[config.mk]
export PLATFORM = sky130hd
export DESIGN_NAME = hts_channel_flat
export DESIGN_NICKNAME = d
export VERILOG_FILES = /design/src/include/hts_pkg.sv /design/src/include/hts_tdm_if.sv /design/src/verilog/hts_channel.sv /design/src/flat_wrapper.sv
export SDC_FILE = /design/constraint.sdc
export NUM_CORES = 1
export LEC_CHECK = 0
export BUFFER_PORTS_ARGS = -buffer_cell sky130_fd_sc_hd__buf_4
export CAP_MARGIN = 20
export CORE_AREA = 2 2 246 248
export CTS_CLUSTER_SIZE = 24
export DETAILED_ROUTE_END_ITERATION = 7
export DIE_AREA = 0 0 248 250
export GPL_ROUTABILITY_DRIVEN = 0
export GPL_TIMING_DRIVEN = 1
export PLACE_DENSITY = 0.67
export SETUP_SLACK_MARGIN = 0.5
export SKIP_CTS_REPAIR_TIMING = 1
export SYNTH_ARGS = -nofsm -noshare
export SYNTH_HDL_FRONTEND = slang
export SYNTH_SLANG_ARGS = --single-unit
[constraint.sdc]
create_clock -name clk_sys -period 13.2 [get_ports clk_sys]
set_clock_uncertainty 0.2 [all_clocks]
set_input_delay 0.66 -clock clk_sys [delete_from_list [all_inputs] [get_ports clk_sys]]
set_output_delay 0.66 -clock clk_sys [all_outputs]
set_load 0.005 [all_outputs]
[src/include/hts_pkg.sv]
// Shared constants and types for the serial channel and the TDM bus end
// What this block does
// - Data moves only through DMA streams
// - HDLC or transparent; pins or internal bus
// - TDM tri-states line outside slot; full-time drives
// - Slot enable marks slot or enabled transmitter
// - Receiver samples in slot or every bit
// - Eight-entry FIFOs on both paths
// - Transmit on falling, sample on rising edges
// - Slots counted from frame sync rising edge
// - Nonzero length activates the slot assigner, except on internal clock
// - Skip start bits, pass length bits, block
// - Software picks standard subchannel start/length pairs
// - End-of-buffer entry closes frame with CRC if selected, then flag
// - Command entries set last bits and CRC
// - Underrun buffers complete with status in HDLC or with URWAIT set, else none
// - Receiver treats all ready buffers alike
// - Frame end closes receive buffer with status
// - Full buffer without frame end: no status
// - Frame end or overrun: five status bits
// - Rate generator counts down, toggles, reloads later
// - DIGITAL_PLL resyncs on transitions, else divides by 16
// - Software loads sixteen times the bit rate
// - Fill character between frames or after underrun
package hts_pkg;
  localparam int FIFO_DEPTH = 8;
  localparam logic [3:0] FIFO_FULL = 4'h8;
  localparam logic [7:0] HDLC_FLAG = 8'h7e;
  localparam logic [15:0] CRC_POLY = 16'h8408;
  localparam logic [15:0] CRC_INIT = 16'hffff;
  localparam logic [15:0] CRC_GOOD = 16'hf0b8;
  localparam logic [2:0] ONES_STUFF = 3'h5;
  localparam logic [3:0] RESID_BITS = 4'h6;
  localparam logic [3:0] DIGITAL_PLL_HALF = 4'h7;
  localparam logic [3:0] TX_DIV_LAST = 4'hf;
  // Register offsets
  localparam logic [3:0] REG_CTRL = 4'h0;
  localparam logic [3:0] REG_TDM = 4'h4;
  localparam logic [3:0] REG_RATE = 4'h8;
  localparam logic [3:0] REG_STAT = 4'hc;
  // Control bits
  localparam int CTL_TX_SLOT_ENABLE = 0;
  localparam int CTL_RXEN = 1;
  localparam int CTL_TXHDLC = 2;
  localparam int CTL_RXHDLC = 3;
  localparam int CTL_PINS = 4;
  localparam int CTL_INTCLK = 5;
  localparam int CTL_URWAIT = 6;
  localparam int CTL_CRCEN = 7;
  // Receive status code bits
  localparam int ST_EOF = 0;
  localparam int ST_CRCERR = 1;
  localparam int ST_ABORT = 2;
  localparam int ST_OVERRUN = 3;
  localparam int ST_RESID = 4;
  // Reset values
  localparam logic [7:0] FILL_RESET = 8'h7e;
  localparam logic [15:0] TCONST_RESET = 16'h0007;
  localparam logic [7:0] BUFLEN_RESET = 8'h10;
  // TDM bus end timing
  localparam logic [7:0] BIT_HALF = 8'h08;
  localparam logic [7:0] FRAME_BITS = 8'h60;

  typedef enum logic [1:0] {TX_IDLE, TX_DATA, TX_CRC, TX_CLOSE} hts_txstate_type;

  typedef struct packed {
    logic cmd;
    logic crc;
    logic [2:0] last;
    logic endBuf;
    logic [7:0] data;
  } hts_txent_type;

  typedef struct packed {
    logic isStat;
    logic [7:0] data;
  } hts_rxent_type;

  function automatic logic [15:0] crc_step(logic [15:0] c, logic b);
    return {1'b0, c[15:1]} ^ ((c[0] ^ b) ? CRC_POLY : 16'h0000);
  endfunction

  function automatic logic [15:0] crc_byte(logic [15:0] c, logic [7:0] d);
    logic [15:0] r;
    r = c;
    for (int i = 0; i < 8; i++)
      r = crc_step(r, d[i]);
    return r;
  endfunction
endpackage

[src/include/hts_tdm_if.sv]
// Internal TDM bus between the serial channel and the TDM bus end
`timescale 1ns/1ns
`default_nettype none
interface hts_tdm_if;
  logic commonBitClock;
  logic frameSync;
  logic rxLine;
  logic txOut;
  logic txOe;
  logic txSlotEnable;
  logic txLine;

  // Tri-state bused line idles high
  assign txLine = txOe ? txOut : 1'b1;

  modport channel(input commonBitClock, frameSync, rxLine, output txOut, txOe, txSlotEnable);
  modport tdm(input txLine, txSlotEnable, output commonBitClock, frameSync, rxLine);
endinterface
`default_nettype wire

[src/verilog/hts_channel.sv]
// Serial channel: HDLC or transparent transmitter and receiver
`timescale 1ns/1ns
`default_nettype none
module hts_channel
  import hts_pkg::*;
(
  // Clock and reset
  input wire logic clk_sys,
  input wire logic rst_b,
  // Internal TDM bus
  hts_tdm_if.channel tdm,
  // Device pins
  input wire logic pinBitClock,
  input wire logic pinFrameSync,
  input wire logic pinRxData,
  output logic pinTxData,
  output logic pinTxOe,
  output logic pinTxSlotEnable,
  // Register bus
  input wire logic [3:0] avsAddress,
  input wire logic avsRead,
  input wire logic avsWrite,
  input wire logic [31:0] avsWriteData,
  output logic [31:0] avsReadData,
  output logic avsWaitrequest,
  // Transmit DMA stream
  input wire logic txValid,
  input wire logic [7:0] txData,
  input wire logic txEndBuf,
  input wire logic txCmd,
  input wire logic [2:0] txLastBits,
  input wire logic txSendCrc,
  output logic txReady,
  output logic txDone,
  output logic txDoneStatus,
  // Receive DMA stream
  output logic rxValid,
  output logic rxHasData,
  output logic [7:0] rxData,
  output logic rxClose,
  output logic rxWithStatus,
  output logic [4:0] rxCode,
  input wire logic rxReady
);
  typedef struct packed {
    logic [7:0] ctrl;
    logic [7:0] txStart;
    logic [7:0] txLen;
    logic [7:0] rxStart;
    logic [7:0] rxLen;
    logic [7:0] fill;
    logic [15:0] tconst;
    logic [7:0] bufLen;
    logic avWait;
    logic [31:0] avRd;
    logic bc1, bc2, bc3, fs1, fs2, fs3, rd1, rd2, rdPrev;
    logic [7:0] pos;
    logic [15:0] brgCnt;
    logic brgRl, brgOut;
    logic [3:0] dpCnt, txDiv;
    logic [7:0][13:0] txF;
    logic [2:0] txWp, txRp;
    logic [3:0] txN;
    logic txRdy;
    hts_txstate_type txSt;
    logic [15:0] txSh;
    logic [4:0] txBits;
    logic [2:0] txOnes, txLast;
    logic txStuff, txCrcUpd, txCrcOn, txUr, txMid, txDone, txDoneSt, txOe;
    logic [15:0] txCrc;
    logic lineOut, busOe, pinOe;
    logic [7:0] rxSh, rxRaw;
    logic [3:0] rxBits;
    logic [2:0] rxOnes;
    logic rxIn, rxGot, rxOv;
    logic [15:0] rxCrc;
    logic [7:0][8:0] rxF;
    logic [2:0] rxWp, rxRp;
    logic [3:0] rxN;
    logic [7:0] bufCnt;
    logic rxValid, rxHas, rxClose, rxWs;
    logic [7:0] rxData;
  } hts_chstate_type;

  hts_chstate_type s;
  hts_chstate_type n;

  function automatic logic in_slot(logic [7:0] p, logic [7:0] st, logic [7:0] ln);
    return (ln == 8'h00) || (p >= st && {1'b0, p} < {1'b0, st} + {1'b0, ln});
  endfunction

  always_comb
  begin
    hts_txent_type ent;
    hts_rxent_type pent;
    hts_rxent_type oent;
    logic req, pins, tx_slot_enable, rxEn, hdlcT, hdlcR, intclk, ft;
    logic bcRise, bcFall, brgEdge, txTick, rxTick, b, bi, ins, tPush, tPop, rPush, rPop;
    logic [2:0] lb;
    n = s;
    ent = hts_txent_type'(s.txF[s.txRp]);
    oent = hts_rxent_type'(s.rxF[s.rxRp]);
    pent = '0;
    req = avsRead || avsWrite;
    pins = s.ctrl[CTL_PINS];
    tx_slot_enable = s.ctrl[CTL_TX_SLOT_ENABLE];
    rxEn = s.ctrl[CTL_RXEN];
    hdlcT = s.ctrl[CTL_TXHDLC];
    hdlcR = s.ctrl[CTL_RXHDLC];
    intclk = s.ctrl[CTL_INTCLK];
    ft = (s.txLen == 8'h00) || intclk;
    bcRise = s.bc2 && !s.bc3;
    bcFall = !s.bc2 && s.bc3;
    brgEdge = 1'b0;
    b = s.lineOut;
    bi = s.rd2;
    ins = 1'b0;
    tPop = 1'b0;
    rPush = 1'b0;
    lb = 3'h0;
    tPush = 1'b0;
    txTick = 1'b0;
    rxTick = 1'b0;
    rPop = 1'b0;
    // Register bus: one wait cycle, then a single ready cycle
    n.avWait = !(req && s.avWait);
    if (req && s.avWait)
    begin
      if (avsAddress == REG_CTRL)
        n.avRd = {24'h0, s.ctrl};
      else if (avsAddress == REG_TDM)
        n.avRd = {s.rxLen, s.rxStart, s.txLen, s.txStart};
      else if (avsAddress == REG_RATE)
        n.avRd = {s.tconst, s.bufLen, s.fill};
      else if (avsAddress == REG_STAT)
        n.avRd = {16'h0, s.txN, s.rxN, 3'h0, s.rxIn, s.txUr, s.rxOv, s.txSt};
      else
        n.avRd = 32'h0;
    end
    if (avsWrite && !s.avWait)
    begin
      if (avsAddress == REG_CTRL)
        n.ctrl = avsWriteData[7:0];
      else if (avsAddress == REG_TDM)
        {n.rxLen, n.rxStart, n.txLen, n.txStart} = avsWriteData;
      else if (avsAddress == REG_RATE)
        {n.tconst, n.bufLen, n.fill} = avsWriteData;
    end
    // Input synchronisers
    n.bc1 = pins ? pinBitClock : tdm.commonBitClock;
    n.bc2 = s.bc1;
    n.bc3 = s.bc2;
    n.fs1 = pins ? pinFrameSync : tdm.frameSync;
    n.fs2 = s.fs1;
    n.rd1 = pins ? pinRxData : tdm.rxLine;
    n.rd2 = s.rd1;
    n.rdPrev = s.rd2;
    if (bcRise)
    begin
      n.fs3 = s.fs2;
      if (s.fs2 && !s.fs3)
        n.pos = 8'h00;
      else if (s.pos != 8'hff)
        n.pos = s.pos + 8'h01;
    end
    // Rate generator and DIGITAL_PLL
    if (!(intclk && (tx_slot_enable || rxEn)))
    begin
      n.brgCnt = s.tconst;
      n.brgRl = 1'b0;
    end
    else if (s.brgRl)
    begin
      n.brgCnt = s.tconst;
      n.brgRl = 1'b0;
    end
    else if (s.brgCnt == 16'h0000)
    begin
      n.brgOut = !s.brgOut;
      n.brgRl = 1'b1;
      brgEdge = !s.brgOut;
    end
    else
      n.brgCnt = s.brgCnt - 16'h0001;
    if (s.rd2 != s.rdPrev)
      n.dpCnt = 4'h0;
    else if (brgEdge)
      n.dpCnt = s.dpCnt + 4'h1;
    if (brgEdge)
      n.txDiv = s.txDiv + 4'h1;
    rxTick = rxEn && (intclk ? (brgEdge && s.dpCnt == DIGITAL_PLL_HALF && s.rd2 == s.rdPrev)
      : (bcRise && in_slot(s.pos, s.rxStart, s.rxLen)));
    txTick = tx_slot_enable && (intclk ? (brgEdge && s.txDiv == TX_DIV_LAST)
      : (bcFall && in_slot(s.pos, s.txStart, s.txLen)));
    // Transmit FIFO
    tPush = txValid && s.txRdy;
    if (tPush)
    begin
      n.txF[s.txWp] = {txCmd, txSendCrc, txLastBits, txEndBuf, txData};
      n.txWp = s.txWp + 3'h1;
    end
    // Transmitter
    n.txDone = 1'b0;
    if (!tx_slot_enable)
    begin
      n.txSt = TX_IDLE;
      n.txBits = 5'h00;
      n.txOnes = 3'h0;
      n.txMid = 1'b0;
    end
    else if (txTick)
    begin
      if (s.txBits == 5'h00 && s.txOnes != ONES_STUFF)
      begin
        n.txStuff = 1'b0;
        n.txCrcUpd = 1'b0;
        n.txBits = 5'h08;
        n.txSh = {8'h00, s.fill};
        case (s.txSt)
          TX_IDLE:
            if (s.txN != 4'h0 && hdlcT)
            begin
              n.txSh = {8'h00, HDLC_FLAG};
              n.txSt = TX_DATA;
              n.txCrc = CRC_INIT;
            end
            else if (s.txN != 4'h0)
            begin
              tPop = 1'b1;
              n.txSh = {8'h00, ent.data};
              n.txMid = !ent.endBuf;
            end
            else if (s.txMid && !hdlcT)
              n.txUr = 1'b1;
          TX_DATA:
            if (s.txN == 4'h0)
            begin
              n.txUr = 1'b1;
              n.txSh = {8'h00, HDLC_FLAG};
              n.txSt = TX_IDLE;
            end
            else
            begin
              tPop = 1'b1;
              if (ent.cmd)
              begin
                n.txLast = ent.last;
                n.txCrcOn = ent.crc;
              end
              lb = ent.cmd ? ent.last : s.txLast;
              n.txSh = {8'h00, ent.data};
              n.txStuff = 1'b1;
              n.txCrcUpd = 1'b1;
              if (ent.endBuf)
              begin
                n.txBits = (lb == 3'h0) ? 5'h08 : {2'b00, lb};
                n.txSt = (ent.cmd ? ent.crc : s.txCrcOn) ? TX_CRC : TX_CLOSE;
              end
            end
          TX_CRC:
          begin
            n.txSh = ~s.txCrc;
            n.txBits = 5'h10;
            n.txStuff = 1'b1;
            n.txSt = TX_CLOSE;
          end
          default:
          begin
            n.txSh = {8'h00, HDLC_FLAG};
            n.txSt = TX_IDLE;
          end
        endcase
        if (tPop && ent.endBuf)
        begin
          n.txDone = 1'b1;
          n.txDoneSt = (hdlcT || s.ctrl[CTL_URWAIT]) && n.txUr;
          n.txUr = 1'b0;
        end
      end
      ins = s.txOnes == ONES_STUFF;
      b = ins ? 1'b0 : n.txSh[0];
      if (!ins)
      begin
        n.txSh = {1'b0, n.txSh[15:1]};
        n.txBits = n.txBits - 5'h01;
        if (n.txCrcUpd)
          n.txCrc = crc_step(n.txCrc, b);
      end
      n.txOnes = (n.txStuff && b && !ins) ? s.txOnes + 3'h1 : 3'h0;
      n.lineOut = b;
    end
    if (tPop)
      n.txRp = s.txRp + 3'h1;
    n.txN = s.txN + {3'h0, tPush} - {3'h0, tPop};
    n.txRdy = n.txN != FIFO_FULL;
    if (ft)
      n.txOe = tx_slot_enable;
    else if (bcFall)
      n.txOe = tx_slot_enable && in_slot(s.pos, s.txStart, s.txLen);
    n.busOe = !pins && n.txOe;
    n.pinOe = pins && n.txOe;
    // Receiver
    if (!rxEn)
    begin
      n.rxIn = 1'b0;
      n.rxBits = 4'h0;
      n.rxOnes = 3'h0;
    end
    else if (rxTick && !hdlcR)
    begin
      n.rxSh = {bi, s.rxSh[7:1]};
      n.rxBits = s.rxBits + 4'h1;
      if (s.rxBits == 4'h7)
      begin
        rPush = 1'b1;
        pent = {1'b0, n.rxSh};
        n.rxBits = 4'h0;
      end
    end
    else if (rxTick)
    begin
      n.rxRaw = {bi, s.rxRaw[7:1]};
      if (n.rxRaw == HDLC_FLAG)
      begin
        if (s.rxIn && s.rxGot)
        begin
          rPush = 1'b1;
          pent.isStat = 1'b1;
          pent.data[ST_EOF] = 1'b1;
          pent.data[ST_CRCERR] = s.rxCrc != CRC_GOOD;
          pent.data[ST_RESID] = s.rxBits != RESID_BITS;
        end
        n.rxIn = 1'b1;
        n.rxGot = 1'b0;
        n.rxBits = 4'h0;
        n.rxOnes = 3'h0;
        n.rxCrc = CRC_INIT;
      end
      else if (s.rxOnes == ONES_STUFF && !bi)
        n.rxOnes = 3'h0;
      else if (bi && s.rxOnes >= ONES_STUFF)
      begin
        if (s.rxOnes != 3'h7)
          n.rxOnes = s.rxOnes + 3'h1;
        if (s.rxOnes == 3'h6 && s.rxIn)
        begin
          rPush = s.rxGot;
          pent.isStat = 1'b1;
          pent.data[ST_ABORT] = 1'b1;
          n.rxIn = 1'b0;
        end
      end
      else
      begin
        n.rxOnes = bi ? s.rxOnes + 3'h1 : 3'h0;
        if (s.rxIn)
        begin
          n.rxSh = {bi, s.rxSh[7:1]};
          n.rxBits = s.rxBits + 4'h1;
          if (s.rxBits == 4'h7)
          begin
            rPush = 1'b1;
            pent = {1'b0, n.rxSh};
            n.rxCrc = crc_byte(s.rxCrc, n.rxSh);
            n.rxGot = 1'b1;
            n.rxBits = 4'h0;
          end
        end
      end
    end
    if (rPush && s.rxN == FIFO_FULL)
    begin
      rPush = 1'b0;
      n.rxOv = 1'b1;
      n.rxIn = 1'b0;
    end
    else if (!rPush && s.rxOv && s.rxN != FIFO_FULL)
    begin
      rPush = 1'b1;
      pent = '0;
      pent.isStat = 1'b1;
      pent.data[ST_OVERRUN] = 1'b1;
      n.rxOv = 1'b0;
    end
    if (rPush)
    begin
      n.rxF[s.rxWp] = pent;
      n.rxWp = s.rxWp + 3'h1;
    end
    // Receive output stage and buffer accounting
    rPop = (!s.rxValid || rxReady) && s.rxN != 4'h0;
    if (rPop)
    begin
      n.rxRp = s.rxRp + 3'h1;
      n.rxValid = 1'b1;
      n.rxHas = !oent.isStat;
      n.rxData = oent.data;
      n.rxWs = oent.isStat;
      n.rxClose = oent.isStat || (s.bufCnt + 8'h01 == s.bufLen);
      n.bufCnt = n.rxClose ? 8'h00 : s.bufCnt + 8'h01;
    end
    else if (rxReady)
      n.rxValid = 1'b0;
    n.rxN = s.rxN + {3'h0, rPush} - {3'h0, rPop};
  end

  always_ff @(posedge clk_sys or negedge rst_b)
  begin
    if (!rst_b)
    begin
      s <= '0;
      s.avWait <= 1'b1;
      s.fill <= FILL_RESET;
      s.tconst <= TCONST_RESET;
      s.bufLen <= BUFLEN_RESET;
      s.txRdy <= 1'b1;
      s.lineOut <= 1'b1;
      s.rd1 <= 1'b1;
      s.rd2 <= 1'b1;
      s.rdPrev <= 1'b1;
    end
    else
      s <= n;
  end

  assign tdm.txOut = s.lineOut;
  assign tdm.txOe = s.busOe;
  assign tdm.txSlotEnable = s.busOe;
  assign pinTxData = s.lineOut;
  assign pinTxOe = s.pinOe;
  assign pinTxSlotEnable = s.pinOe;
  assign avsReadData = s.avRd;
  assign avsWaitrequest = s.avWait;
  assign txReady = s.txRdy;
  assign txDone = s.txDone;
  assign txDoneStatus = s.txDoneSt;
  assign rxValid = s.rxValid;
  assign rxHasData = s.rxHas;
  assign rxData = s.rxData;
  assign rxClose = s.rxClose;
  assign rxWithStatus = s.rxWs;
  assign rxCode = s.rxData[4:0];
endmodule
`default_nettype wire

[src/flat_wrapper.sv]
// flat-port wrapper written by rule: the top's interface ports become plain ports
module hts_channel_flat import hts_pkg::*;
  (clk_sys, rst_b, pinBitClock, pinFrameSync, pinRxData, pinTxData, pinTxOe, pinTxSlotEnable, avsAddress, avsRead, avsWrite, avsWriteData, avsReadData, avsWaitrequest, txValid, txData, txEndBuf, txCmd, txLastBits, txSendCrc, txReady, txDone, txDoneStatus, rxValid, rxHasData, rxData, rxClose, rxWithStatus, rxCode, rxReady, tdm_commonBitClock, tdm_frameSync, tdm_rxLine, tdm_txOut, tdm_txOe, tdm_txSlotEnable);
  hts_tdm_if tdm_i ();
  input wire logic clk_sys;
  input wire logic rst_b;
  input wire logic pinBitClock;
  input wire logic pinFrameSync;
  input wire logic pinRxData;
  output logic pinTxData;
  output logic pinTxOe;
  output logic pinTxSlotEnable;
  input wire logic [3:0] avsAddress;
  input wire logic avsRead;
  input wire logic avsWrite;
  input wire logic [31:0] avsWriteData;
  output logic [31:0] avsReadData;
  output logic avsWaitrequest;
  input wire logic txValid;
  input wire logic [7:0] txData;
  input wire logic txEndBuf;
  input wire logic txCmd;
  input wire logic [2:0] txLastBits;
  input wire logic txSendCrc;
  output logic txReady;
  output logic txDone;
  output logic txDoneStatus;
  output logic rxValid;
  output logic rxHasData;
  output logic [7:0] rxData;
  output logic rxClose;
  output logic rxWithStatus;
  output logic [4:0] rxCode;
  input wire logic rxReady;
  input wire logic [$bits(tdm_i.commonBitClock)-1:0] tdm_commonBitClock;
  input wire logic [$bits(tdm_i.frameSync)-1:0] tdm_frameSync;
  input wire logic [$bits(tdm_i.rxLine)-1:0] tdm_rxLine;
  output wire logic [$bits(tdm_i.txOut)-1:0] tdm_txOut;
  output wire logic [$bits(tdm_i.txOe)-1:0] tdm_txOe;
  output wire logic [$bits(tdm_i.txSlotEnable)-1:0] tdm_txSlotEnable;
  assign tdm_i.commonBitClock = tdm_commonBitClock;
  assign tdm_i.frameSync = tdm_frameSync;
  assign tdm_i.rxLine = tdm_rxLine;
  assign tdm_txOut = tdm_i.txOut;
  assign tdm_txOe = tdm_i.txOe;
  assign tdm_txSlotEnable = tdm_i.txSlotEnable;
  hts_channel u_core (.clk_sys(clk_sys), .rst_b(rst_b), .tdm(tdm_i), .pinBitClock(pinBitClock), .pinFrameSync(pinFrameSync), .pinRxData(pinRxData), .pinTxData(pinTxData), .pinTxOe(pinTxOe), .pinTxSlotEnable(pinTxSlotEnable), .avsAddress(avsAddress), .avsRead(avsRead), .avsWrite(avsWrite), .avsWriteData(avsWriteData), .avsReadData(avsReadData), .avsWaitrequest(avsWaitrequest), .txValid(txValid), .txData(txData), .txEndBuf(txEndBuf), .txCmd(txCmd), .txLastBits(txLastBits), .txSendCrc(txSendCrc), .txReady(txReady), .txDone(txDone), .txDoneStatus(txDoneStatus), .rxValid(rxValid), .rxHasData(rxHasData), .rxData(rxData), .rxClose(rxClose), .rxWithStatus(rxWithStatus), .rxCode(rxCode), .rxReady(rxReady));
endmodule
==> results of run 1 <==
==> worst max-delay path, stage by stage, from the launching register on <==
cell	delay, ns
dfrtp_1	0.44
ha_1	0.32
a21o_1	0.16
a21oi_1	0.24
o21bai_1	0.09
a21oi_1	0.23
o21bai_1	0.09
a21oi_1	0.17
xor2_1	0.19
ha_1	0.26
a211oi_1	0.22
o21ai_0	0.12
a41o_1	0.21
o211ai_1	0.14
a31o_1	0.66
nor4b_4	0.49
ha_1	0.29
inv_1	0.06
ha_1	0.29
a21o_1	0.18
a21oi_1	0.19
xor2_1	0.22
or4b_2	0.60
==> final cells by class <==
cell class | count | area share, %
antenna | 3 | 0.0280
clock buffer | 68 | 5.41
clock inverter | 28 | 1.76
inverter | 66 | 0.924
multi-input combinational | 1266 | 40.2
sequential | 469 | 43.8
tap | 782 | 3.65
timing repair buffer | 142 | 4.19
==> state kept, by name (all words and copies together) (netlist names) <==
name / flops
u_core.rxWithStatus: 1
u_core.txDoneStatus: 1
u_core.txDone: 1
u_core.tdm.txOe: 1
u_core.rxData: 8
u_core.txReady: 1
u_core.n: 5
u_core.rxHasData: 1
u_core.pinTxData: 1
u_core.s: 413
u_core.avsWaitrequest: 1
u_core.rxValid: 1
u_core.pinTxOe: 1
u_core.avsReadData: 32
u_core.rxClose: 1
==> layout by cell type, fill, tap and decap left out, types with 23 or more instances in the layout <==
cell / netlist / routed
a21oi_1: 63 / 63
a22oi_1: 31 / 31
buf_4: 50 / 136
clkbuf_16: 0 / 51
dfrtp_1: 453 / 452
ha_1: 80 / 80
inv_1: 66 / 66
mux2_2: 293 / 293
mux2i_1: 31 / 31
mux4_2: 51 / 51
nand2_1: 149 / 149
nor2_1: 75 / 74
nor3_1: 24 / 23
o21ai_0: 108 / 108
xnor2_1: 51 / 51
xor2_1: 34 / 34
==> logic make-up (layout without fill, tap and decap cells) <==
kind of cell | Yosys count | in the layout | share of synthesized area [%]
DFF | 469 | 469 | 50.2
AOI/OAI and AO/OA | 341 | 341 | 9.65
buffers and inverters | 201 | 304 | 4.09
adders and majority gates | 85 | 85 | 4.66
other | 0 | 3 | 0
xor gates and xnor gates | 85 | 85 | 3.18
and+or+nand+nor | 380 | 380 | 7.96
muxes | 375 | 375 | 20.3
==> final timing paths <==
kind	slack, ns	end	from
max	7.04	u_core.txReady$_DFF_PN1_	u_core.s[448]$_DFFE_PN0P_
min	0.1	u_core.s[419]$_DFFE_PN0P_	avsWriteData[28]
max reg2reg	7.04	u_core.txReady$_DFF_PN1_	u_core.s[448]$_DFFE_PN0P_
min reg2reg	0.15	u_core.n[363]$_DFF_PN0_	u_core.n[364]$_DFF_PN0_
max in group asynchronous	10.22	u_core.avsReadData[21]$_DFFE_PN0P_	rst_b
min in group asynchronous	0.53	u_core.rxData[0]$_DFFE_PN0P_	rst_b
==> layer usage <==
metal | up-vias | wire length, µm | GRT usage, %
met5 | - | 12 | 0
li1 | 7089 | - | -
met1 | 7841 | 25200 | 24.8
met4 | 2 | 1890 | 6.93
met3 | 108 | 2640 | 3.01
met2 | 361 | 25400 | 28.2
==> per-stage QoR <==
step / instance area, µm² / util (%) / worst slack, ns / power, W
final: 26800 / 45.0 / 7.04 / 0.00504
after global routing: 26800 / 45.0 / 6.64 / 0.00533
after CTS: 26700 / 44.8 / 7.09 / 0.00509
after detailed placement: 24800 / 41.6 / 7.10 / 0.00346
after global placement: 24800 / 41.6 / 7.23 / 0.00339
after floorplan: 23400 / - / 8.06 / 0.00304
==> where the power goes <==
group	internal [W]	switching [W]
Sequential	0.00178	0.000294
Combinational	0.000718	0.000655
Clock	0.000993	0.000608
==> reports/qor.yml, run 1 <==
synth.distinct_cells: 80
dieWidth_um: 248
synth-async-reset-ratio_pct: 100
peakVddDrop_mv: 0.133
ant_nets: 0
antenna_found_initial: 3
register_area_um2: 11800
p_per_area_nw_per_um2: 188
ff2ff_path_depth: 22
cts_root_buffer: "clkbuf_16"
start_util_pct: 39.3
clock-sinks: 469
grt_pass1_wl_mm: 88.5
synth_nets: 2082
max_cap_violations: 0
yosys_warnings: 0
tns_ns: 0
core-area_um2: 59600
synth_common_cells: "dfrtp_1, mux2_2, nand2_1"
worst-path-max-fanout: 19
cts_tree: "built"
synthTopCellsByArea: "dfrtp_1, mux2_2, mux4_2"
dp_cells: 2719
fmax_mhz: 162
end_kind: "flip-flop"
fillers: 5345
wl_mm: 55.1
syn_inst: 1936
rows: 90
synth.most_common_cell: "dfrtp_1"
clk_latency_ns: 0.60
io_pins: 121
cts_buffers: 51
vias_per_cell: 5.45
post-dp-hpwl_mm: 38.1
multi_input_area_um2: 10800
status: "finished, final reports clean"
cp.required_ns: 13.51
wl_per_cell_um: 19.5
yosysSeqAreaShare_pct: 50.2
finalCriticalPeriod_ns: 6.16
crit_arrival_ns: 6.47
grt_pass1_vias: 16000
hold_viol_final: 0
first_pass_iters: 5
ys_ff_latch: 469
clk_path_buf_depth: 3
ys.flop_type: "dfrtp_1"
relSlewSlack_pct: 28.2
drive_above_1_share_pct: 30.8
gr-total-overflow: 0
drt_iter0_drc: 963
grt_max_degree: 112
hp-class: "primary input to flip-flop"
min_path_cells: 2
layout.nets: 2142
path_class: "flip-flop to flip-flop"
synth_area_um2: 23400
synth_largest_area_cell: "dfrtp_1"
yosysTopAreaCellShare_pct: 48.4
port_buffers: 120
fin_cells: 2824
min_period_over_period_pct: 46.7
synth_edf_count: 0
whs_ns: 0.0999
startpoint_type: "flip-flop"
vias: 15400
rsz0062_at_grt: "no"
syn_avg_cell_area_um2: 12.1
p_leak_nw: 12.1
htreeDepth: 2
slew_violations: 0
area_growth_pct: 14.4
drc: 0
fp.dieH_um: 250
grt_use_total_pct: 18.0
tightest_slew_ns: 1.08
setup_violations: 0
cts.clk_slew.worst_paths_ns: 0.06
dieArea_um2: 62000
(Power assumes the default switching activity.)
==> run 2: changes to the inputs <==
--- a/config.mk
+++ b/config.mk
@@ -13,7 +13,7 @@
 export DIE_AREA = 0 0 248 250
 export GPL_ROUTABILITY_DRIVEN = 0
 export GPL_TIMING_DRIVEN = 1
-export PLACE_DENSITY = 0.67
+export PLACE_DENSITY = 0.69
 export SETUP_SLACK_MARGIN = 0.5
 export SKIP_CTS_REPAIR_TIMING = 1
 export SYNTH_ARGS = -nofsm -noshare
==> constraint.sdc (replaced) <==
create_clock -name clk_sys -period 5.3 [get_ports clk_sys]
set_clock_uncertainty 0.2 [all_clocks]
set_input_delay 0.265 -clock clk_sys [delete_from_list [all_inputs] [get_ports clk_sys]]
set_output_delay 0.265 -clock clk_sys [all_outputs]
set_load 0.005 [all_outputs]
==> run 2 against run 1 <==
Power increased by 150%. Combinational power increased to 2.6 times the previous value. Cell count is 2.9% higher. Critical endpoint unchanged.
==> reports/qor.yml, run 2 (same netlist as run 1, synthesis figures left out) <==
fin_util_pct: 46.4  # +1.4 points
clk_latency_ns: 0.62  # +0.02 ns
clock-sinks: 469  # unchanged
io_pins: 121  # unchanged
post-dp-hpwl_mm: 38.2  # +0.50%
rows: 90  # unchanged
p_per_area_nw_per_um2: 452  # +140%
grt_pass1_vias: 15700  # -1.7%
peakVddDrop_mv: 0.290  # +120%
setup_violations: 0  # unchanged
tightest_slew_ns: 1.11  # +0.0383 ns
start_util_pct: 39.3  # unchanged
rsz0062_at_grt: "yes"
startpoint_type: "flip-flop"
wl_per_cell_um: 19.4  # -0.73%
core-area_um2: 59600  # unchanged
drc: 0  # unchanged
first_pass_iters: 5  # unchanged
end_kind: "flip-flop"
fp.dieH_um: 250  # unchanged
vias: 15700  # +1.9%
top_register: "u_core.s"
wl_mm: 56.3  # +2.2%
status: "finished, final reports clean"
cts_buffers: 51  # unchanged
fin_area_um2: 27700  # +3.2%
htreeDepth: 2  # unchanged
cts_tree: "built"
path_class: "flip-flop to flip-flop"
ant_nets: 0  # unchanged
diodes: 0  # -3
worstHoldStart: "txValid"
layout.nets: 2231  # +4.2%
dieWidth_um: 248  # unchanged
hold_viol_final: 0  # unchanged
antenna_found_initial: 2  # -1
vias_per_cell: 5.40  # -1.1%
cts.clk_slew.worst_paths_ns: 0.06  # about the same
area_growth_pct: 18.0
worst-path-max-fanout: 3  # -16
dp_cells: 2738  # +0.70%
min_period_over_period_pct: 96.4  # +50 points
p_leak_nw: 12.4  # +2.7%
place_area_um2: 25000  # +0.73%
cp.required_ns: 5.61  # -7.90 ns
r2r_start: "u_core.s[456]$_DFFE_PN0P_"
fmax_mhz: 196  # +21%
grt_use_total_pct: 18.0  # +0.053 points
cts_root_buffer: "clkbuf_16"
max_cap_violations: 0  # unchanged
drt_iter0_drc: 1308  # +36%
crit_arrival_ns: 5.42  # -1.05 ns
finalCriticalPeriod_ns: 5.11  # -1.05 ns
drive_above_1_share_pct: 31.8  # +0.97 points
crit_path_start: "u_core.s[456]$_DFFE_PN0P_"
hp-class: "primary input to flip-flop"
largest_reg_flops: 413  # unchanged
grt_max_degree: 143  # +28%
r2r_slack_ns: 0.19  # -6.85 ns
grt_pass1_wl_mm: 88.5  # about the same
dieArea_um2: 62000  # unchanged
fin_cells: 2907  # +2.9%
tns_ns: 0  # unchanged
relSlewSlack_pct: 25.2  # -3.0 points
slew_violations: 0  # unchanged
layout_common_cells: "dfrtp_1, mux2_2, buf_4, nand2_1, o21ai_0"
clk_path_buf_depth: 3  # unchanged
gr-total-overflow: 0  # unchanged
port_buffers: 120  # unchanged
final_common_cell: "dfrtp_1"
run 2: per-layer routing:
| layer | track usage, % | wire, µm |
|---|---|---|
| met4 | 5.56 | 1470 |
| met1 | 25.6 | 25900 |
| met2 | 28.1 | 26500 |
| met5 | 0 | 22 |
| met3 | 3.03 | 2490 |
run 2: final timing paths:
kind	to	cells past startpoint
hold / removal	u_core.s[208]$_DFFE_PN0P_	3
hold reg to reg	u_core.n[363]$_DFF_PN0_	0
setup reg to reg	u_core.txReady$_DFF_PN1_	22
max in group asynchronous	u_core.s[456]$_DFFE_PN0P_	3
setup / recovery	u_core.txReady$_DFF_PN1_	22
min in group asynchronous	u_core.s[285]$_DFFE_PN0P_	2
run 2: layout make-up:
cell class / count / area, µm²
Clock buffer: 71 / 1440
Clock inverter: 22 / 347
Fill cell: 5253 / 31900
Inverter: 66 / 248
Multi-Input combinational cell: 1267 / 11000
Sequential cell: 469 / 11800
Tap cell: 782 / 978
Timing Repair Buffer: 230 / 1920
run 2: per-stage QoR:
step,setup WS [ns],hold slack [ns],total power (W)
after floorplan,0.422,-0.231,0.00757
after global placement,0.437,0.139,0.00848
after detailed placement,0.203,0.146,0.00866
after CTS,0.159,-0.450,0.0125
after global routing,-0.0483,0.0443,0.0132
final,0.189,0.0278,0.0125
run 2: critical path, stage by stage, from the launching register on:
cell and delay (ns):
dfrtp_2 0.43, ha_4 0.24, a21o_1 0.16, a21oi_2 0.16, o21bai_1 0.10, a21oi_2 0.20, o21bai_1 0.09, a21oi_1 0.18
xor2_1 0.22, ha_1 0.28, a211oi_2 0.21, o21ai_1 0.11, a41o_1 0.22, o211ai_1 0.13, a31o_1 0.22, nor4b_4 0.25
ha_2 0.33, inv_2 0.07, ha_4 0.13, inv_2 0.03, fa_1 0.51, inv_2 0.04, or4b_4 0.51
run 2: power breakdown:
group	total [W]	internal, W	switching [W]
clock network	0.00377	0.00225	0.00152
logic	0.00358	0.00189	0.00169
registers	0.00517	0.00442	0.000741
total	0.0125	0.00857	0.00395
